$ cat config.mk
export PLATFORM = sky130hd
export DESIGN_NAME = pertm_top
export DESIGN_NICKNAME = d
export VERILOG_FILES = /design/src/hw/pertm_pkg.sv /design/src/hw/pertm_prescaler.sv /design/src/hw/pertm_top.sv
export SDC_FILE = /design/constraint.sdc
export NUM_CORES = 1
export LEC_CHECK = 0
export ABC_AREA = 1
export BUFFER_PORTS_ARGS = -buffer_cell sky130_fd_sc_hd__buf_4
export CORE_MARGIN = 1
export CORE_UTILIZATION = 35
export CTS_CLUSTER_SIZE = 14
export DETAILED_ROUTE_END_ITERATION = 10
export SYNTH_ARGS = -nofsm -noshare
export SYNTH_HDL_FRONTEND = slang
export SYNTH_SLANG_ARGS = --single-unit
$ cat constraint.sdc
create_clock -name clk -period 4.4 [get_ports clk]
set_clock_uncertainty 0.05 [all_clocks]
set_input_delay 0.22 -clock clk [delete_from_list [all_inputs] [get_ports clk]]
set_output_delay 0.22 -clock clk [all_outputs]
set_load 0.02 [all_outputs]
$ cat src/hw/pertm_pkg.sv
// Constants for the periodic interrupt timer: register map, field positions,
// reset values and prescaler settings.
// Assumes one 32-bit AHB-Lite slave port and a 200 MHz system clock.
package pertm_pkg;

  // Register byte addresses
  localparam logic [31:0] ADDR_CTL = 32'h8007FC40;
  localparam logic [31:0] ADDR_CNT = 32'h8007FC44;
  localparam logic [31:0] ADDR_ISTS = 32'h8007FC60;
  localparam logic [31:0] ADDR_IEN = 32'h8007FC64;
  localparam logic [31:0] ADDR_ICLR = 32'h8007FC68;

  // Control word fields; bit 0 of the big-endian numbering is bit 31 here
  localparam int CTL_RUN_BIT = 30;
  localparam int CTL_IE_BIT = 29;
  localparam int CTL_PS_MSB = 26;
  localparam int CTL_PS_LSB = 24;
  localparam int CTL_STS_BIT = 16;
  localparam int CTL_RLD_MSB = 15;
  localparam int CTL_RLD_LSB = 0;

  // Interrupt event bits
  localparam int EV_TIMEOUT = 0;
  localparam int EV_OVERRUN = 1;
  localparam int EV_NUM = 2;

  // Reset values
  localparam logic [15:0] RST_RELOAD = 16'h0000;
  localparam logic [15:0] RST_COUNT = 16'h0000;
  localparam logic [2:0] RST_PSEL = 3'h0;
  localparam logic RST_RUN = 1'b0;
  localparam logic RST_IE = 1'b0;
  localparam logic [1:0] RST_IEN = 2'h0;

  // Prescaler: divide input edges by 4, 8, 16, 32 or 64
  localparam int PSC_W = 6;
  localparam logic [2:0] PSEL_MAX = 3'h4;
  localparam logic [PSC_W-1:0] PSC_DIV4_LAST = 6'h03;

  // Input pin synchroniser depth
  localparam int SYNC_STAGES = 3;

  localparam logic [2:0] HSIZE_WORD = 3'h2;
  localparam logic [1:0] HRESP_OKAY = 2'h0;

  typedef enum logic [0:0] {
    PERTM_BUS_IDLE = 1'b0,
    PERTM_BUS_WWAIT = 1'b1
  } pertm_bus_st_t;

endpackage

$ cat src/hw/pertm_prescaler.sv
// Prescaler for the periodic interrupt timer: counts input clock edges and
// emits one tick per 4, 8, 16, 32 or 64 edges.
// Assumes in_edge is a one-cycle pulse on clk; restart realigns the phase.
`timescale 1ns/1ps
module pertm_prescaler
  import pertm_pkg::*;
(
  input wire logic clk, // System clock
  input wire logic sys_rst, // Async reset, active high
  input wire logic in_edge, // One input clock edge
  input wire logic en, // Count only while running
  input wire logic restart, // Clear the phase
  input wire logic [2:0] psel, // Prescale select code
  output logic tick // One prescaled tick
);

  logic [PSC_W-1:0] cnt_q;
  logic [PSC_W-1:0] cnt_d;
  logic [PSC_W-1:0] last;
  logic psel_ok;
  logic at_last;

  // Divisor is 4 << psel; reserved codes give no ticks at all
  assign psel_ok = psel <= PSEL_MAX;
  assign last = psel_ok ? PSC_W'((PSC_DIV4_LAST + 6'h01) << psel) - 6'h01 : '1;
  assign at_last = cnt_q == last;
  assign tick = en & in_edge & psel_ok & at_last & ~restart;

  always_comb begin
    cnt_d = cnt_q;
    if (restart) begin
      cnt_d = '0;
    end else if (en && in_edge) begin
      cnt_d = (at_last || cnt_q > last) ? '0 : cnt_q + 6'h01;
    end
  end

  always_ff @(posedge clk or posedge sys_rst) begin
    if (sys_rst) begin
      cnt_q <= '0;
    end else begin
      cnt_q <= cnt_d;
    end
  end

endmodule

$ cat src/hw/pertm_top.sv
// Periodic interrupt timer: 16-bit modulus down-counter fed by a selectable
// prescaler, with control, live count and interrupt registers on AHB-Lite.
// Assumes the timer input clock arrives on crystal_input, far slower than clk,
// and that only whole-word single transfers are made.
// Function
// - Counter is 16 bits, decremented by the prescaled input clock.
// - Prescale codes 0 to 4 divide by 4 to 64; others reserved.
// - After loading, counter decrements toward zero on every prescaled tick.
// - Zero sets the status flag; request raised only with interrupt enable.
// - Next input clock edge after zero reloads the counter and restarts.
// - Writing the reload count aborts countdown and loads the value at once.
// - Request stays asserted while the status flag remains set.
// - Zero reached again with flag set keeps one pending request only.
// - Reload count of zero gives a full 65536-tick period.
// - Run enable clear stops decrementing and holds the count.
// - Reading the live count leaves counter and countdown untouched.
// - Writing one to the flag is ignored; zero after read-one clears.
// - Interrupt enable clear only masks requests; counting goes on.
// - Control layout: run bit1, irq enable bit2, prescale 5-7, flag 15, reload 16-31.
//
// Decided for this implementation: the AHB-Lite register port.
`timescale 1ns/1ps
module pertm_top
  import pertm_pkg::*;
(
  input wire logic clk, // System clock, 200 MHz
  input wire logic sys_rst, // Async reset, active high
  input wire logic hsel, // AHB slave select
  input wire logic [31:0] haddr, // AHB address
  input wire logic [1:0] htrans, // AHB transfer type
  input wire logic hwrite, // AHB write
  input wire logic [2:0] hsize, // AHB transfer size
  input wire logic [31:0] hwdata, // AHB write data
  input wire logic hready, // AHB bus ready
  output logic hreadyout, // AHB slave ready
  output logic [1:0] hresp, // AHB response, always OKAY
  output logic [31:0] hrdata, // AHB read data
  input wire logic crystal_input, // Timer input clock from the clock module
  output logic timer_irq_req, // Request to the interrupt controller
  output logic irq // Level interrupt from the event registers
);

  // Bus slave
  pertm_bus_st_t st_q;
  pertm_bus_st_t st_d;
  logic [31:0] waddr_q;
  logic [31:0] hrdata_q;
  logic take;
  logic wr_take;
  logic rd_take;
  logic wr_commit;
  logic trans_ok;
  logic size_ok;

  // Timer state
  logic [SYNC_STAGES-1:0] sync_q;
  logic in_level_q;
  logic in_agree;
  logic in_edge;
  logic tick;
  logic run_q;
  logic ie_q;
  logic [2:0] psel_q;
  logic [15:0] reload_q;
  logic [15:0] cnt_q;
  logic [15:0] cnt_d;
  logic zero_hit_q;
  logic zero_hit_d;
  logic flag_q;
  logic flag_seen_q;
  logic dec_go;
  logic reload_go;
  logic timeout_ev;
  logic flag_clr;
  logic flag_arm;

  // Interrupt registers
  logic [EV_NUM-1:0] ists_q;
  logic [EV_NUM-1:0] ien_q;
  logic [EV_NUM-1:0] ev;
  logic [EV_NUM-1:0] ev_clr;

  // Write strobes and read data
  logic ctl_wr;
  logic ien_wr;
  logic iclr_wr;
  logic ctl_rd;
  logic [31:0] ctl_word;
  logic [31:0] rd_data;
  logic wr_run;
  logic wr_ie;
  logic [2:0] wr_psel;
  logic wr_flag;
  logic [15:0] wr_reload;
  logic sel_ctl;
  logic sel_cnt;
  logic sel_ists;
  logic sel_ien;

  function automatic logic addr_is(input logic [31:0] a, input logic [31:0] ref_a);
    addr_is = a == ref_a;
  endfunction

  // Address phase is taken only for whole-word non-idle transfers
  assign trans_ok = htrans[1];
  assign size_ok = hsize == HSIZE_WORD;
  assign take = hsel & hready & trans_ok & size_ok;
  assign wr_take = take & hwrite;
  assign rd_take = take & ~hwrite;

  // Writes take one wait state so a following read sees the new value
  assign wr_commit = st_q == PERTM_BUS_WWAIT;
  assign hreadyout = st_q != PERTM_BUS_WWAIT;
  assign hresp = HRESP_OKAY;
  assign hrdata = hrdata_q;

  always_comb begin
    st_d = st_q;
    case (st_q)
      PERTM_BUS_IDLE: begin
        if (wr_take) begin
          st_d = PERTM_BUS_WWAIT;
        end
      end
      PERTM_BUS_WWAIT: begin
        st_d = PERTM_BUS_IDLE;
      end
      default: begin
        st_d = PERTM_BUS_IDLE;
      end
    endcase
  end

  always_ff @(posedge clk or posedge sys_rst) begin
    if (sys_rst) begin
      st_q <= PERTM_BUS_IDLE;
      waddr_q <= 32'h00000000;
    end else begin
      st_q <= st_d;
      if (wr_take) begin
        waddr_q <= haddr;
      end
    end
  end

  assign ctl_wr = wr_commit & addr_is(waddr_q, ADDR_CTL);
  assign ien_wr = wr_commit & addr_is(waddr_q, ADDR_IEN);
  assign iclr_wr = wr_commit & addr_is(waddr_q, ADDR_ICLR);
  assign ctl_rd = rd_take & sel_ctl;

  // Control fields as they stand in the write data phase
  assign wr_run = hwdata[CTL_RUN_BIT];
  assign wr_ie = hwdata[CTL_IE_BIT];
  assign wr_psel = hwdata[CTL_PS_MSB:CTL_PS_LSB];
  assign wr_flag = hwdata[CTL_STS_BIT];
  assign wr_reload = hwdata[CTL_RLD_MSB:CTL_RLD_LSB];

  // Read selects decode the address phase, not the latched write address
  assign sel_ctl = addr_is(haddr, ADDR_CTL);
  assign sel_cnt = addr_is(haddr, ADDR_CNT);
  assign sel_ists = addr_is(haddr, ADDR_ISTS);
  assign sel_ien = addr_is(haddr, ADDR_IEN);

  // Reserved control bits read as zero
  always_comb begin
    ctl_word = 32'h00000000;
    ctl_word[CTL_RUN_BIT] = run_q;
    ctl_word[CTL_IE_BIT] = ie_q;
    ctl_word[CTL_PS_MSB:CTL_PS_LSB] = psel_q;
    ctl_word[CTL_STS_BIT] = flag_q;
    ctl_word[CTL_RLD_MSB:CTL_RLD_LSB] = reload_q;
  end

  // Unmapped and write-only addresses read as zero
  assign rd_data = sel_ctl ? ctl_word :
                   sel_cnt ? {16'h0000, cnt_q} :
                   sel_ists ? {{(32-EV_NUM){1'b0}}, ists_q} :
                   sel_ien ? {{(32-EV_NUM){1'b0}}, ien_q} :
                   32'h00000000;

  // Read data is captured at the address phase and stands in the data phase
  always_ff @(posedge clk or posedge sys_rst) begin
    if (sys_rst) begin
      hrdata_q <= 32'h00000000;
    end else if (rd_take) begin
      hrdata_q <= rd_data;
    end
  end

  // Input clock: three stages, an edge counts once stages two and three agree
  always_ff @(posedge clk or posedge sys_rst) begin
    if (sys_rst) begin
      sync_q <= '0;
      in_level_q <= 1'b0;
    end else begin
      sync_q <= {sync_q[SYNC_STAGES-2:0], crystal_input};
      if (in_agree) begin
        in_level_q <= sync_q[2];
      end
    end
  end

  assign in_agree = sync_q[1] == sync_q[2];
  assign in_edge = in_agree & sync_q[2] & ~in_level_q;

  pertm_prescaler u_psc (
    .clk(clk),
    .sys_rst(sys_rst),
    .in_edge(in_edge),
    .en(run_q),
    .restart(ctl_wr),
    .psel(psel_q),
    .tick(tick)
  );

  // Control fields; a write to one never touches the flag directly
  always_ff @(posedge clk or posedge sys_rst) begin
    if (sys_rst) begin
      run_q <= RST_RUN;
      ie_q <= RST_IE;
      psel_q <= RST_PSEL;
      reload_q <= RST_RELOAD;
    end else if (ctl_wr) begin
      run_q <= wr_run;
      ie_q <= wr_ie;
      psel_q <= wr_psel;
      reload_q <= wr_reload;
    end
  end

  // Counting halts entirely while run is clear, reloads included
  assign dec_go = run_q & tick & ~zero_hit_q & ~ctl_wr;
  assign reload_go = run_q & in_edge & zero_hit_q & ~ctl_wr;
  assign timeout_ev = dec_go & (cnt_q == 16'h0001);

  always_comb begin
    cnt_d = cnt_q;
    zero_hit_d = zero_hit_q;
    if (ctl_wr) begin
      // A write aborts the running period and restarts from the new count
      cnt_d = wr_reload;
      zero_hit_d = 1'b0;
    end else if (reload_go) begin
      cnt_d = reload_q;
      zero_hit_d = 1'b0;
    end else if (dec_go) begin
      // Zero loaded wraps to all ones, giving the full 65536-tick period
      cnt_d = cnt_q - 16'h0001;
      zero_hit_d = timeout_ev;
    end
  end

  always_ff @(posedge clk or posedge sys_rst) begin
    if (sys_rst) begin
      cnt_q <= RST_COUNT;
      zero_hit_q <= 1'b0;
    end else begin
      cnt_q <= cnt_d;
      zero_hit_q <= zero_hit_d;
    end
  end

  // Flag clears only on a zero write after it was read as one
  assign flag_clr = ctl_wr & ~wr_flag & flag_seen_q;

  // Only a control read that returned the flag as one arms the clear;
  // a read of the live count does not
  assign flag_arm = ctl_rd & flag_q;

  always_ff @(posedge clk or posedge sys_rst) begin
    if (sys_rst) begin
      flag_q <= 1'b0;
      flag_seen_q <= 1'b0;
    end else begin
      // Set wins over clear; a second zero while set is simply absorbed
      flag_q <= timeout_ev | (flag_q & ~flag_clr);
      if (flag_clr) begin
        flag_seen_q <= 1'b0;
      end else if (flag_arm) begin
        flag_seen_q <= 1'b1;
      end
    end
  end

  // Enable masks the request only; the counter is unaffected
  assign timer_irq_req = flag_q & ie_q;

  // Event interrupt registers
  assign ev[EV_TIMEOUT] = timeout_ev;
  assign ev[EV_OVERRUN] = timeout_ev & flag_q;

  // Clear mask; an event in the same cycle still wins
  assign ev_clr = iclr_wr ? hwdata[EV_NUM-1:0] : '0;

  always_ff @(posedge clk or posedge sys_rst) begin
    if (sys_rst) begin
      ists_q <= '0;
      ien_q <= RST_IEN;
    end else begin
      ists_q <= ev | (ists_q & ~ev_clr);
      if (ien_wr) begin
        ien_q <= hwdata[EV_NUM-1:0];
      end
    end
  end

  assign irq = |(ists_q & ien_q);

endmodule

==> results.toml, run 1 <==
[min_path]
hold_path_class = "input pin to flip-flop"

[power_and_ir_drop]
p_seq_frac = 0.509
total_power_mw = 2.18
p_sw_mw = 0.590
leakagePower_nw = 3.53
clockPowerShare = 0.380
power_density_nw_per_um2 = 308
p_comb_frac = 0.111
intPower_mw = 1.59
vdd_ir_drop_max_mv = 0.207
switching_share = 0.271

[floorplan]
io_pins = 112
row_count = 47
coreArea_um2 = 16600
die_width_um = 132
fp.dieH_um = 132
start_util = 0.359
die_area_um2 = 17500

[grt]
grt_first_pass_wirelength_um = 25800
antenna_found_initial = 0
grt_max_degree = 59
grt_pass1_vias = 5140
grt_overflow = 0
grt_usage = 0.185

[clocking]
ctsHoldBuffers = 4
cts_tree = "built"
clk_path_buf_depth = 2
clkSlewWorstSetupHoldPaths_ns = 0.08
cts_resized = 0
cts-root-buf = "clkbuf_16"
htree_levels = 3
post_cts_buffers = 0
clock_latency_ns = 0.37
cts_inserted_buffers = 9
clock_sinks = 109

[layout]
final_nets = 951
fill_cells = 1757
drive_above_1_share = 0.159
layout_common_cells = "240 x nand2_1, 110 x nand3_1, 109 x dfrtp_1"
diodes = 0
syn2layout_area_growth_pct = 19.0
layoutNonFillerInstCount = 1093
layout_commonest_cell = "nand2_1"

[setup_path]
path_common_cell = "nand2_1"
reg2reg_depth = 9
worst-setup-path-type = "flip-flop to flip-flop"
crit_path_start_kind = "flip-flop"
slowest_stage = "dfrtp_1"
path_max_fanout = 18
critPathMaxStageDelay_ns = 0.41
r2r-end = "zero_hit_q"
cp-end-kind = "flip-flop"
worstPathRequired_ns = 4.59
arrival_ns = 2.48
path_cells = "inv_1 > ha_1 > nand2_1 > nor2_1 > nand2_1 > nor3_2 > nand3_2 > nand2_4 > o21ai_0"
cp-startpoint = "psel_q[2]"
r2r-start = "psel_q[2]"
crit_end = "zero_hit_q"
path_depth = 9
worst_path_dominant_cell_family = "simple AND/OR/NAND/NOR gates"
ff2ff_setup_slack_ns = 2.11
cp.buffers_inverters = 1

[sta]
tns_ns = 0
slew-limit-headroom = 0.345
whs_ns = 0.0215
hold_viol_final = 0
finalCritPeriodShare = 0.520
slew_violations = 0
fin_crit_ns = 2.29
setup_viol = 0
rsz0062_at_grt = "false"
fmax_mhz = 437
tightest_slew_ns = 0.981

[yosys]
async_flop_share = 1.00
synthCells = 787
synth_flop_cell = "dfrtp_1"
synth_area_um2 = 5950
synth-edff-count = 0
yosysSeqAreaShare = 0.458
syn_avg_cell_area_um2 = 7.56
synth.ff_latch_count = 109
yosysWarnings = 0
ys_types = 33

[drt]
via_per_inst = 4.87
wl_met2_um = 7220
drt-initial-drc-count = 340
final_antenna_net_count = 0
drt-met1-wl_um = 7150
routed_wl_um = 15300
drc = 0
drtPass1Iterations = 5
met3_length_um = 739
vias = 5318
wl_per_cell_um = 14.0
highest_layer = "met4"

[outcome]
status = "complete, no violations"

[placement]
globalplace.congestion = 0.845
dp_cells = 1073
io_buffers = 88
place_hpwl_um = 10800

[job]
cap_violations = 0
==> cell usage after synthesis (3+ instances only) <==
library cell	number	share of area
nand2_1	240	0.15
nand3_1	111	0.093
dfrtp_1	109	0.46
inv_1	78	0.049
nor2_1	66	0.042
o21ai_0	47	0.040
nand4_1	23	0.024
buf_2	14	0.012
buf_4	13	0.016
a21oi_1	10	0.0084
clkbuf_1	9	0.0057
xor2_1	9	0.013
ha_1	8	0.017
mux2_2	8	0.015
nor2_2	7	0.0074
a22o_1	4	0.0059
buf_6	4	0.0076
nor2_4	3	0.0057
==> worst reg2reg max path: cells and delay by family, from the launching register on <==
family	cells	cell delay [ns]
compound gates	1	0.12
fa+ha+maj	1	0.30
buf+inv	1	0.10
flops	1	0.41
simple gates	6	1.19
==> power groups by stage <==
stage                     clock (mW)  sequential [mW]  combinational [mW]
after floorplan                    0             1.12               0.169
after global placement             0             1.13               0.237
after detailed placement           0             1.13               0.242
after CTS                      0.851             1.11               0.246
after global routing           0.886             1.12               0.280
final                          0.829             1.11               0.242
==> how the worst min path moves through the flow <==
stage | start | endpoint | slack [ns] | cells past startpoint
2_1_floorplan | crystal_input | sync_q[0] | 0.20 | 0
3_3_place_gp | sys_rst | hrdata[7] | 0.23 | 2
3_5_place_dp | sys_rst | hrdata[7] | 0.23 | 2
4_1_cts | hwdata[26] | psel_q[2] | 0.01 | 3
5_1_grt | hwdata[24] | psel_q[0] | 0.03 | 3
6_report | hwdata[26] | psel_q[2] | 0.02 | 3
==> flip-flops by register name, summed over array words and instances, names as in the netlist <==
| signal | count |
|---|---|
| cnt_q | 16 |
| flag_q | 1 |
| flag_seen_q | 1 |
| hrdata | 22 |
| ie_q | 1 |
| ien_q | 2 |
| in_level_q | 1 |
| ists_q | 2 |
| psel_q | 3 |
| reload_q | 16 |
| run_q | 1 |
| st_q | 1 |
| sync_q | 3 |
| u_psc.cnt_q | 6 |
| waddr_q | 32 |
| zero_hit_q | 1 |
==> layout make-up <==
type,count,area (µm²),area share
Multi-Input combinational cell,569,2720,0.384
Inverter,80,303,0.0428
Clock buffer,10,239,0.0338
Sequential cell,109,2730,0.385
Tap cell,220,275,0.0389
Clock inverter,6,60.1,0.00848
Timing Repair Buffer,99,753,0.106
==> logic make-up (layout without fill, tap and decap cells) <==
| kind of cell | after synthesis | after routing | share of synthesized area |
|---|---|---|---|
| adders and majority gates | 8 | 8 | 0.0168 |
| DFF | 109 | 109 | 0.458 |
| other | 1 | 12 | 0.000630 |
| muxes | 8 | 8 | 0.0151 |
| and+or+nand+nor | 464 | 464 | 0.342 |
| AOI/OAI and AO/OA | 68 | 68 | 0.0614 |
| xor gates and xnor gates | 9 | 9 | 0.0132 |
| buffers and inverters | 120 | 195 | 0.0919 |
==> per-layer routing <==
metal	track usage	up-vias
met4	0.0479	0
met5	0	-
li1	-	2680
met3	0.0350	18
met1	0.248	2484
met2	0.307	136
==> stage by stage <==
| step | setup slack [ns] | instance area (µm²) | util |
|---|---|---|---|
| final | 2.11 | 7080 | 0.427 |
| after global routing | 1.85 | 7080 | 0.427 |
| after CTS | 2.11 | 7080 | 0.427 |
| after detailed placement | 1.76 | 6740 | 0.406 |
| after global placement | 1.82 | 6740 | 0.406 |
| after floorplan | 1.26 | 5990 | - |
No activity file was read; power rests on OpenSTA's default activity.
==> run 2: changes to the inputs <==
- clock period: 4.4 -> 2.15 ns (I/O delays scaled with it)
==> run 2 against run 1 <==
Total power grew 110%. Clock-buffer cell count is the same. Non-clock buffer count is 61 higher. Final cell count rose by 5.6%. Sequential power up 100%. Clock power increased by 110%. First-iteration DRC count up 9.1%. Combinational power increased by 140%. Flip-flop and latch count did not move. Setup slack got worse by 1.9 ns.
==> results.toml, run 2 (synthesis results as in run 1) <==
[grt]
grt_usage = 0.199
grt_pass1_vias = 5536
grt_overflow = 0
busiest_layer = "met2"
grt_first_pass_wirelength_um = 27500
use_met2 = 0.340
grtUsageMet1 = 0.253
antenna_found_initial = 0
grt_max_degree = 59
grt_util_met3 = 0.0377

[drt]
via_per_inst = 4.74
routed_wl_um = 16100
final_antenna_net_count = 0
drtPass1Iterations = 4
drt-initial-drc-count = 371
vias = 5474
drc = 0
wl_per_cell_um = 13.9

[min_path]
min_to = "waddr_q[27]"
hold_start = "haddr[27]"
whs_path_depth = 3
hold_path_class = "input pin to flip-flop"

[clocking]
clock_sinks = 109
ctsHoldBuffers = 49
cts_inserted_buffers = 9
post_cts_buffers = 0
clk_path_buf_depth = 2
cts_resized = 0
htree_levels = 3
cts-root-buf = "clkbuf_16"
clock_latency_ns = 0.36
cts_tree = "built"
clkSlewWorstSetupHoldPaths_ns = 0.08

[floorplan]
fp.dieH_um = 132
die_width_um = 132
start_util = 0.359
die_area_um2 = 17500
coreArea_um2 = 16600
io_pins = 112
row_count = 47

[placement]
dp_cells = 1089
pre_cts_ws_ns = 0.258
place_hpwl_um = 11400
globalplace.congestion = 0.887
io_buffers = 88

[power_and_ir_drop]
vdd_ir_drop_max_mv = 0.391
switching_share = 0.260
p_seq_frac = 0.496
intPower_mw = 3.39
total_power_mw = 4.58
p_sw_mw = 1.19
p_comb_frac = 0.125
clockPowerShare = 0.379
power_density_nw_per_um2 = 595
leakagePower_nw = 3.80

[sta]
fmax_mhz = 516
rsz0062_at_grt = "false"
setup_viol = 0
layout_setup_ws_ns = 0.212
finalCritPeriodShare = 0.901
tightest_slew_ns = 0.521
slew-limit-headroom = 0.652
tns_ns = 0
fin_crit_ns = 1.94
slew_violations = 0
hold_viol_final = 0

[setup_path]
reg2reg_depth = 10
crit_path_start_kind = "flip-flop"
r2r-end = "cnt_q[4]"
worst-setup-path-type = "flip-flop to flip-flop"
cp.buffers_inverters = 1
ff2ff_setup_slack_ns = 0.21
slowest_stage = "dfrtp_1"
r2r-start = "psel_q[1]"
path_max_fanout = 16
path_common_cell = "nand2_1"
cp-end-kind = "flip-flop"
critPathMaxStageDelay_ns = 0.45
worstPathRequired_ns = 2.35
path_cells = "a21oi_1 > ha_1 > nand2_1 > nor2_1 > nand2_1 > nor3_2 > nand3_2 > buf_4 > nand3_1 > nand2_1"
worst_path_dominant_cell_family = "simple AND/OR/NAND/NOR gates"
arrival_ns = 2.14

[layout]
layout_common_cells = "240 x nand2_1, 110 x nand3_1, 109 x dfrtp_1"
layout_commonest_cell = "nand2_1"
syn2layout_area_growth_pct = 29.3
largest-register = "waddr_q"
fin_util = 0.464
diodes = 0
final_nets = 1012
layoutNonFillerInstCount = 1154
drive_above_1_share = 0.165
largest_reg_flops = 32

[job]
cap_violations = 0

[outcome]
status = "complete, no violations"
run 2: cell count changes in the layout (fill, tap and decap cells not counted), moves of 2 or more:
cell,previous run,this run
inv_8,3,1
inv_6,1,3
clkinv_4,2,0
dlygate4sd3_1,4,49
buf_4,95,108
clkinvlp_4,0,2
buf_12,0,3
run 2: power by group through the flow:
stage          registers [mW]  logic [mW]  clock network (mW)
6_report                 2.27       0.572                1.73
5_1_grt                  2.29       0.659                1.86
4_1_cts                  2.27       0.582                1.78
3_5_place_dp             2.31       0.509                   0
3_3_place_gp             2.31       0.497                   0
2_1_floorplan            2.29       0.347                   0
run 2: worst max-delay path by stage:
stage / slack [ns] / startpoint / depth (start not counted) / to
2_1_floorplan: 0.39 / psel_q[1] / 10 / cnt_q[8]
3_3_place_gp: 0.29 / waddr_q[21] / 11 / cnt_q[6]
5_1_grt: 0.04 / psel_q[1] / 10 / cnt_q[4]
3_5_place_dp: 0.26 / psel_q[1] / 10 / cnt_q[15]
4_1_cts: 0.21 / psel_q[1] / 10 / cnt_q[4]
6_report: 0.21 / psel_q[1] / 10 / cnt_q[4]
run 2: stage by stage:
| stage | area (µm²) | hold WS [ns] |
|---|---|---|
| 2_1_floorplan | 5990 | 0.0889 |
| 3_3_place_gp | 6900 | 0.0994 |
| 3_5_place_dp | 6900 | 0.109 |
| 4_1_cts | 7690 | 0.00258 |
| 5_1_grt | 7690 | 0.0228 |
| 6_report | 7690 | 0.00617 |
run 2: final cells by class:
| type | count | area, µm² |
|---|---|---|
| clock inverters | 6 | 75.1 |
| repair buffers | 160 | 1360 |
| multi-input cells | 569 | 2720 |
| clock buffers | 10 | 229 |
| fillers | 1659 | 8890 |
| inverters | 80 | 304 |
| flip-flops and latches | 109 | 2730 |
| well taps | 220 | 275 |
run 2: worst min-delay path: stages:
cell and delay [ns]:
buf_4 0.08, inv_1 0.05, o21ai_0 0.15
run 2: layer usage:
| metal | routed length [µm] | vias to the layer above | share of wire |
|---|---|---|---|
| met5 | 0 | - | 0 |
| met4 | 284 | 0 | 0.018 |
| met3 | 582 | 18 | 0.036 |
| met2 | 7870 | 124 | 0.49 |
| met1 | 7330 | 2535 | 0.46 |
| li1 | - | 2797 | - |
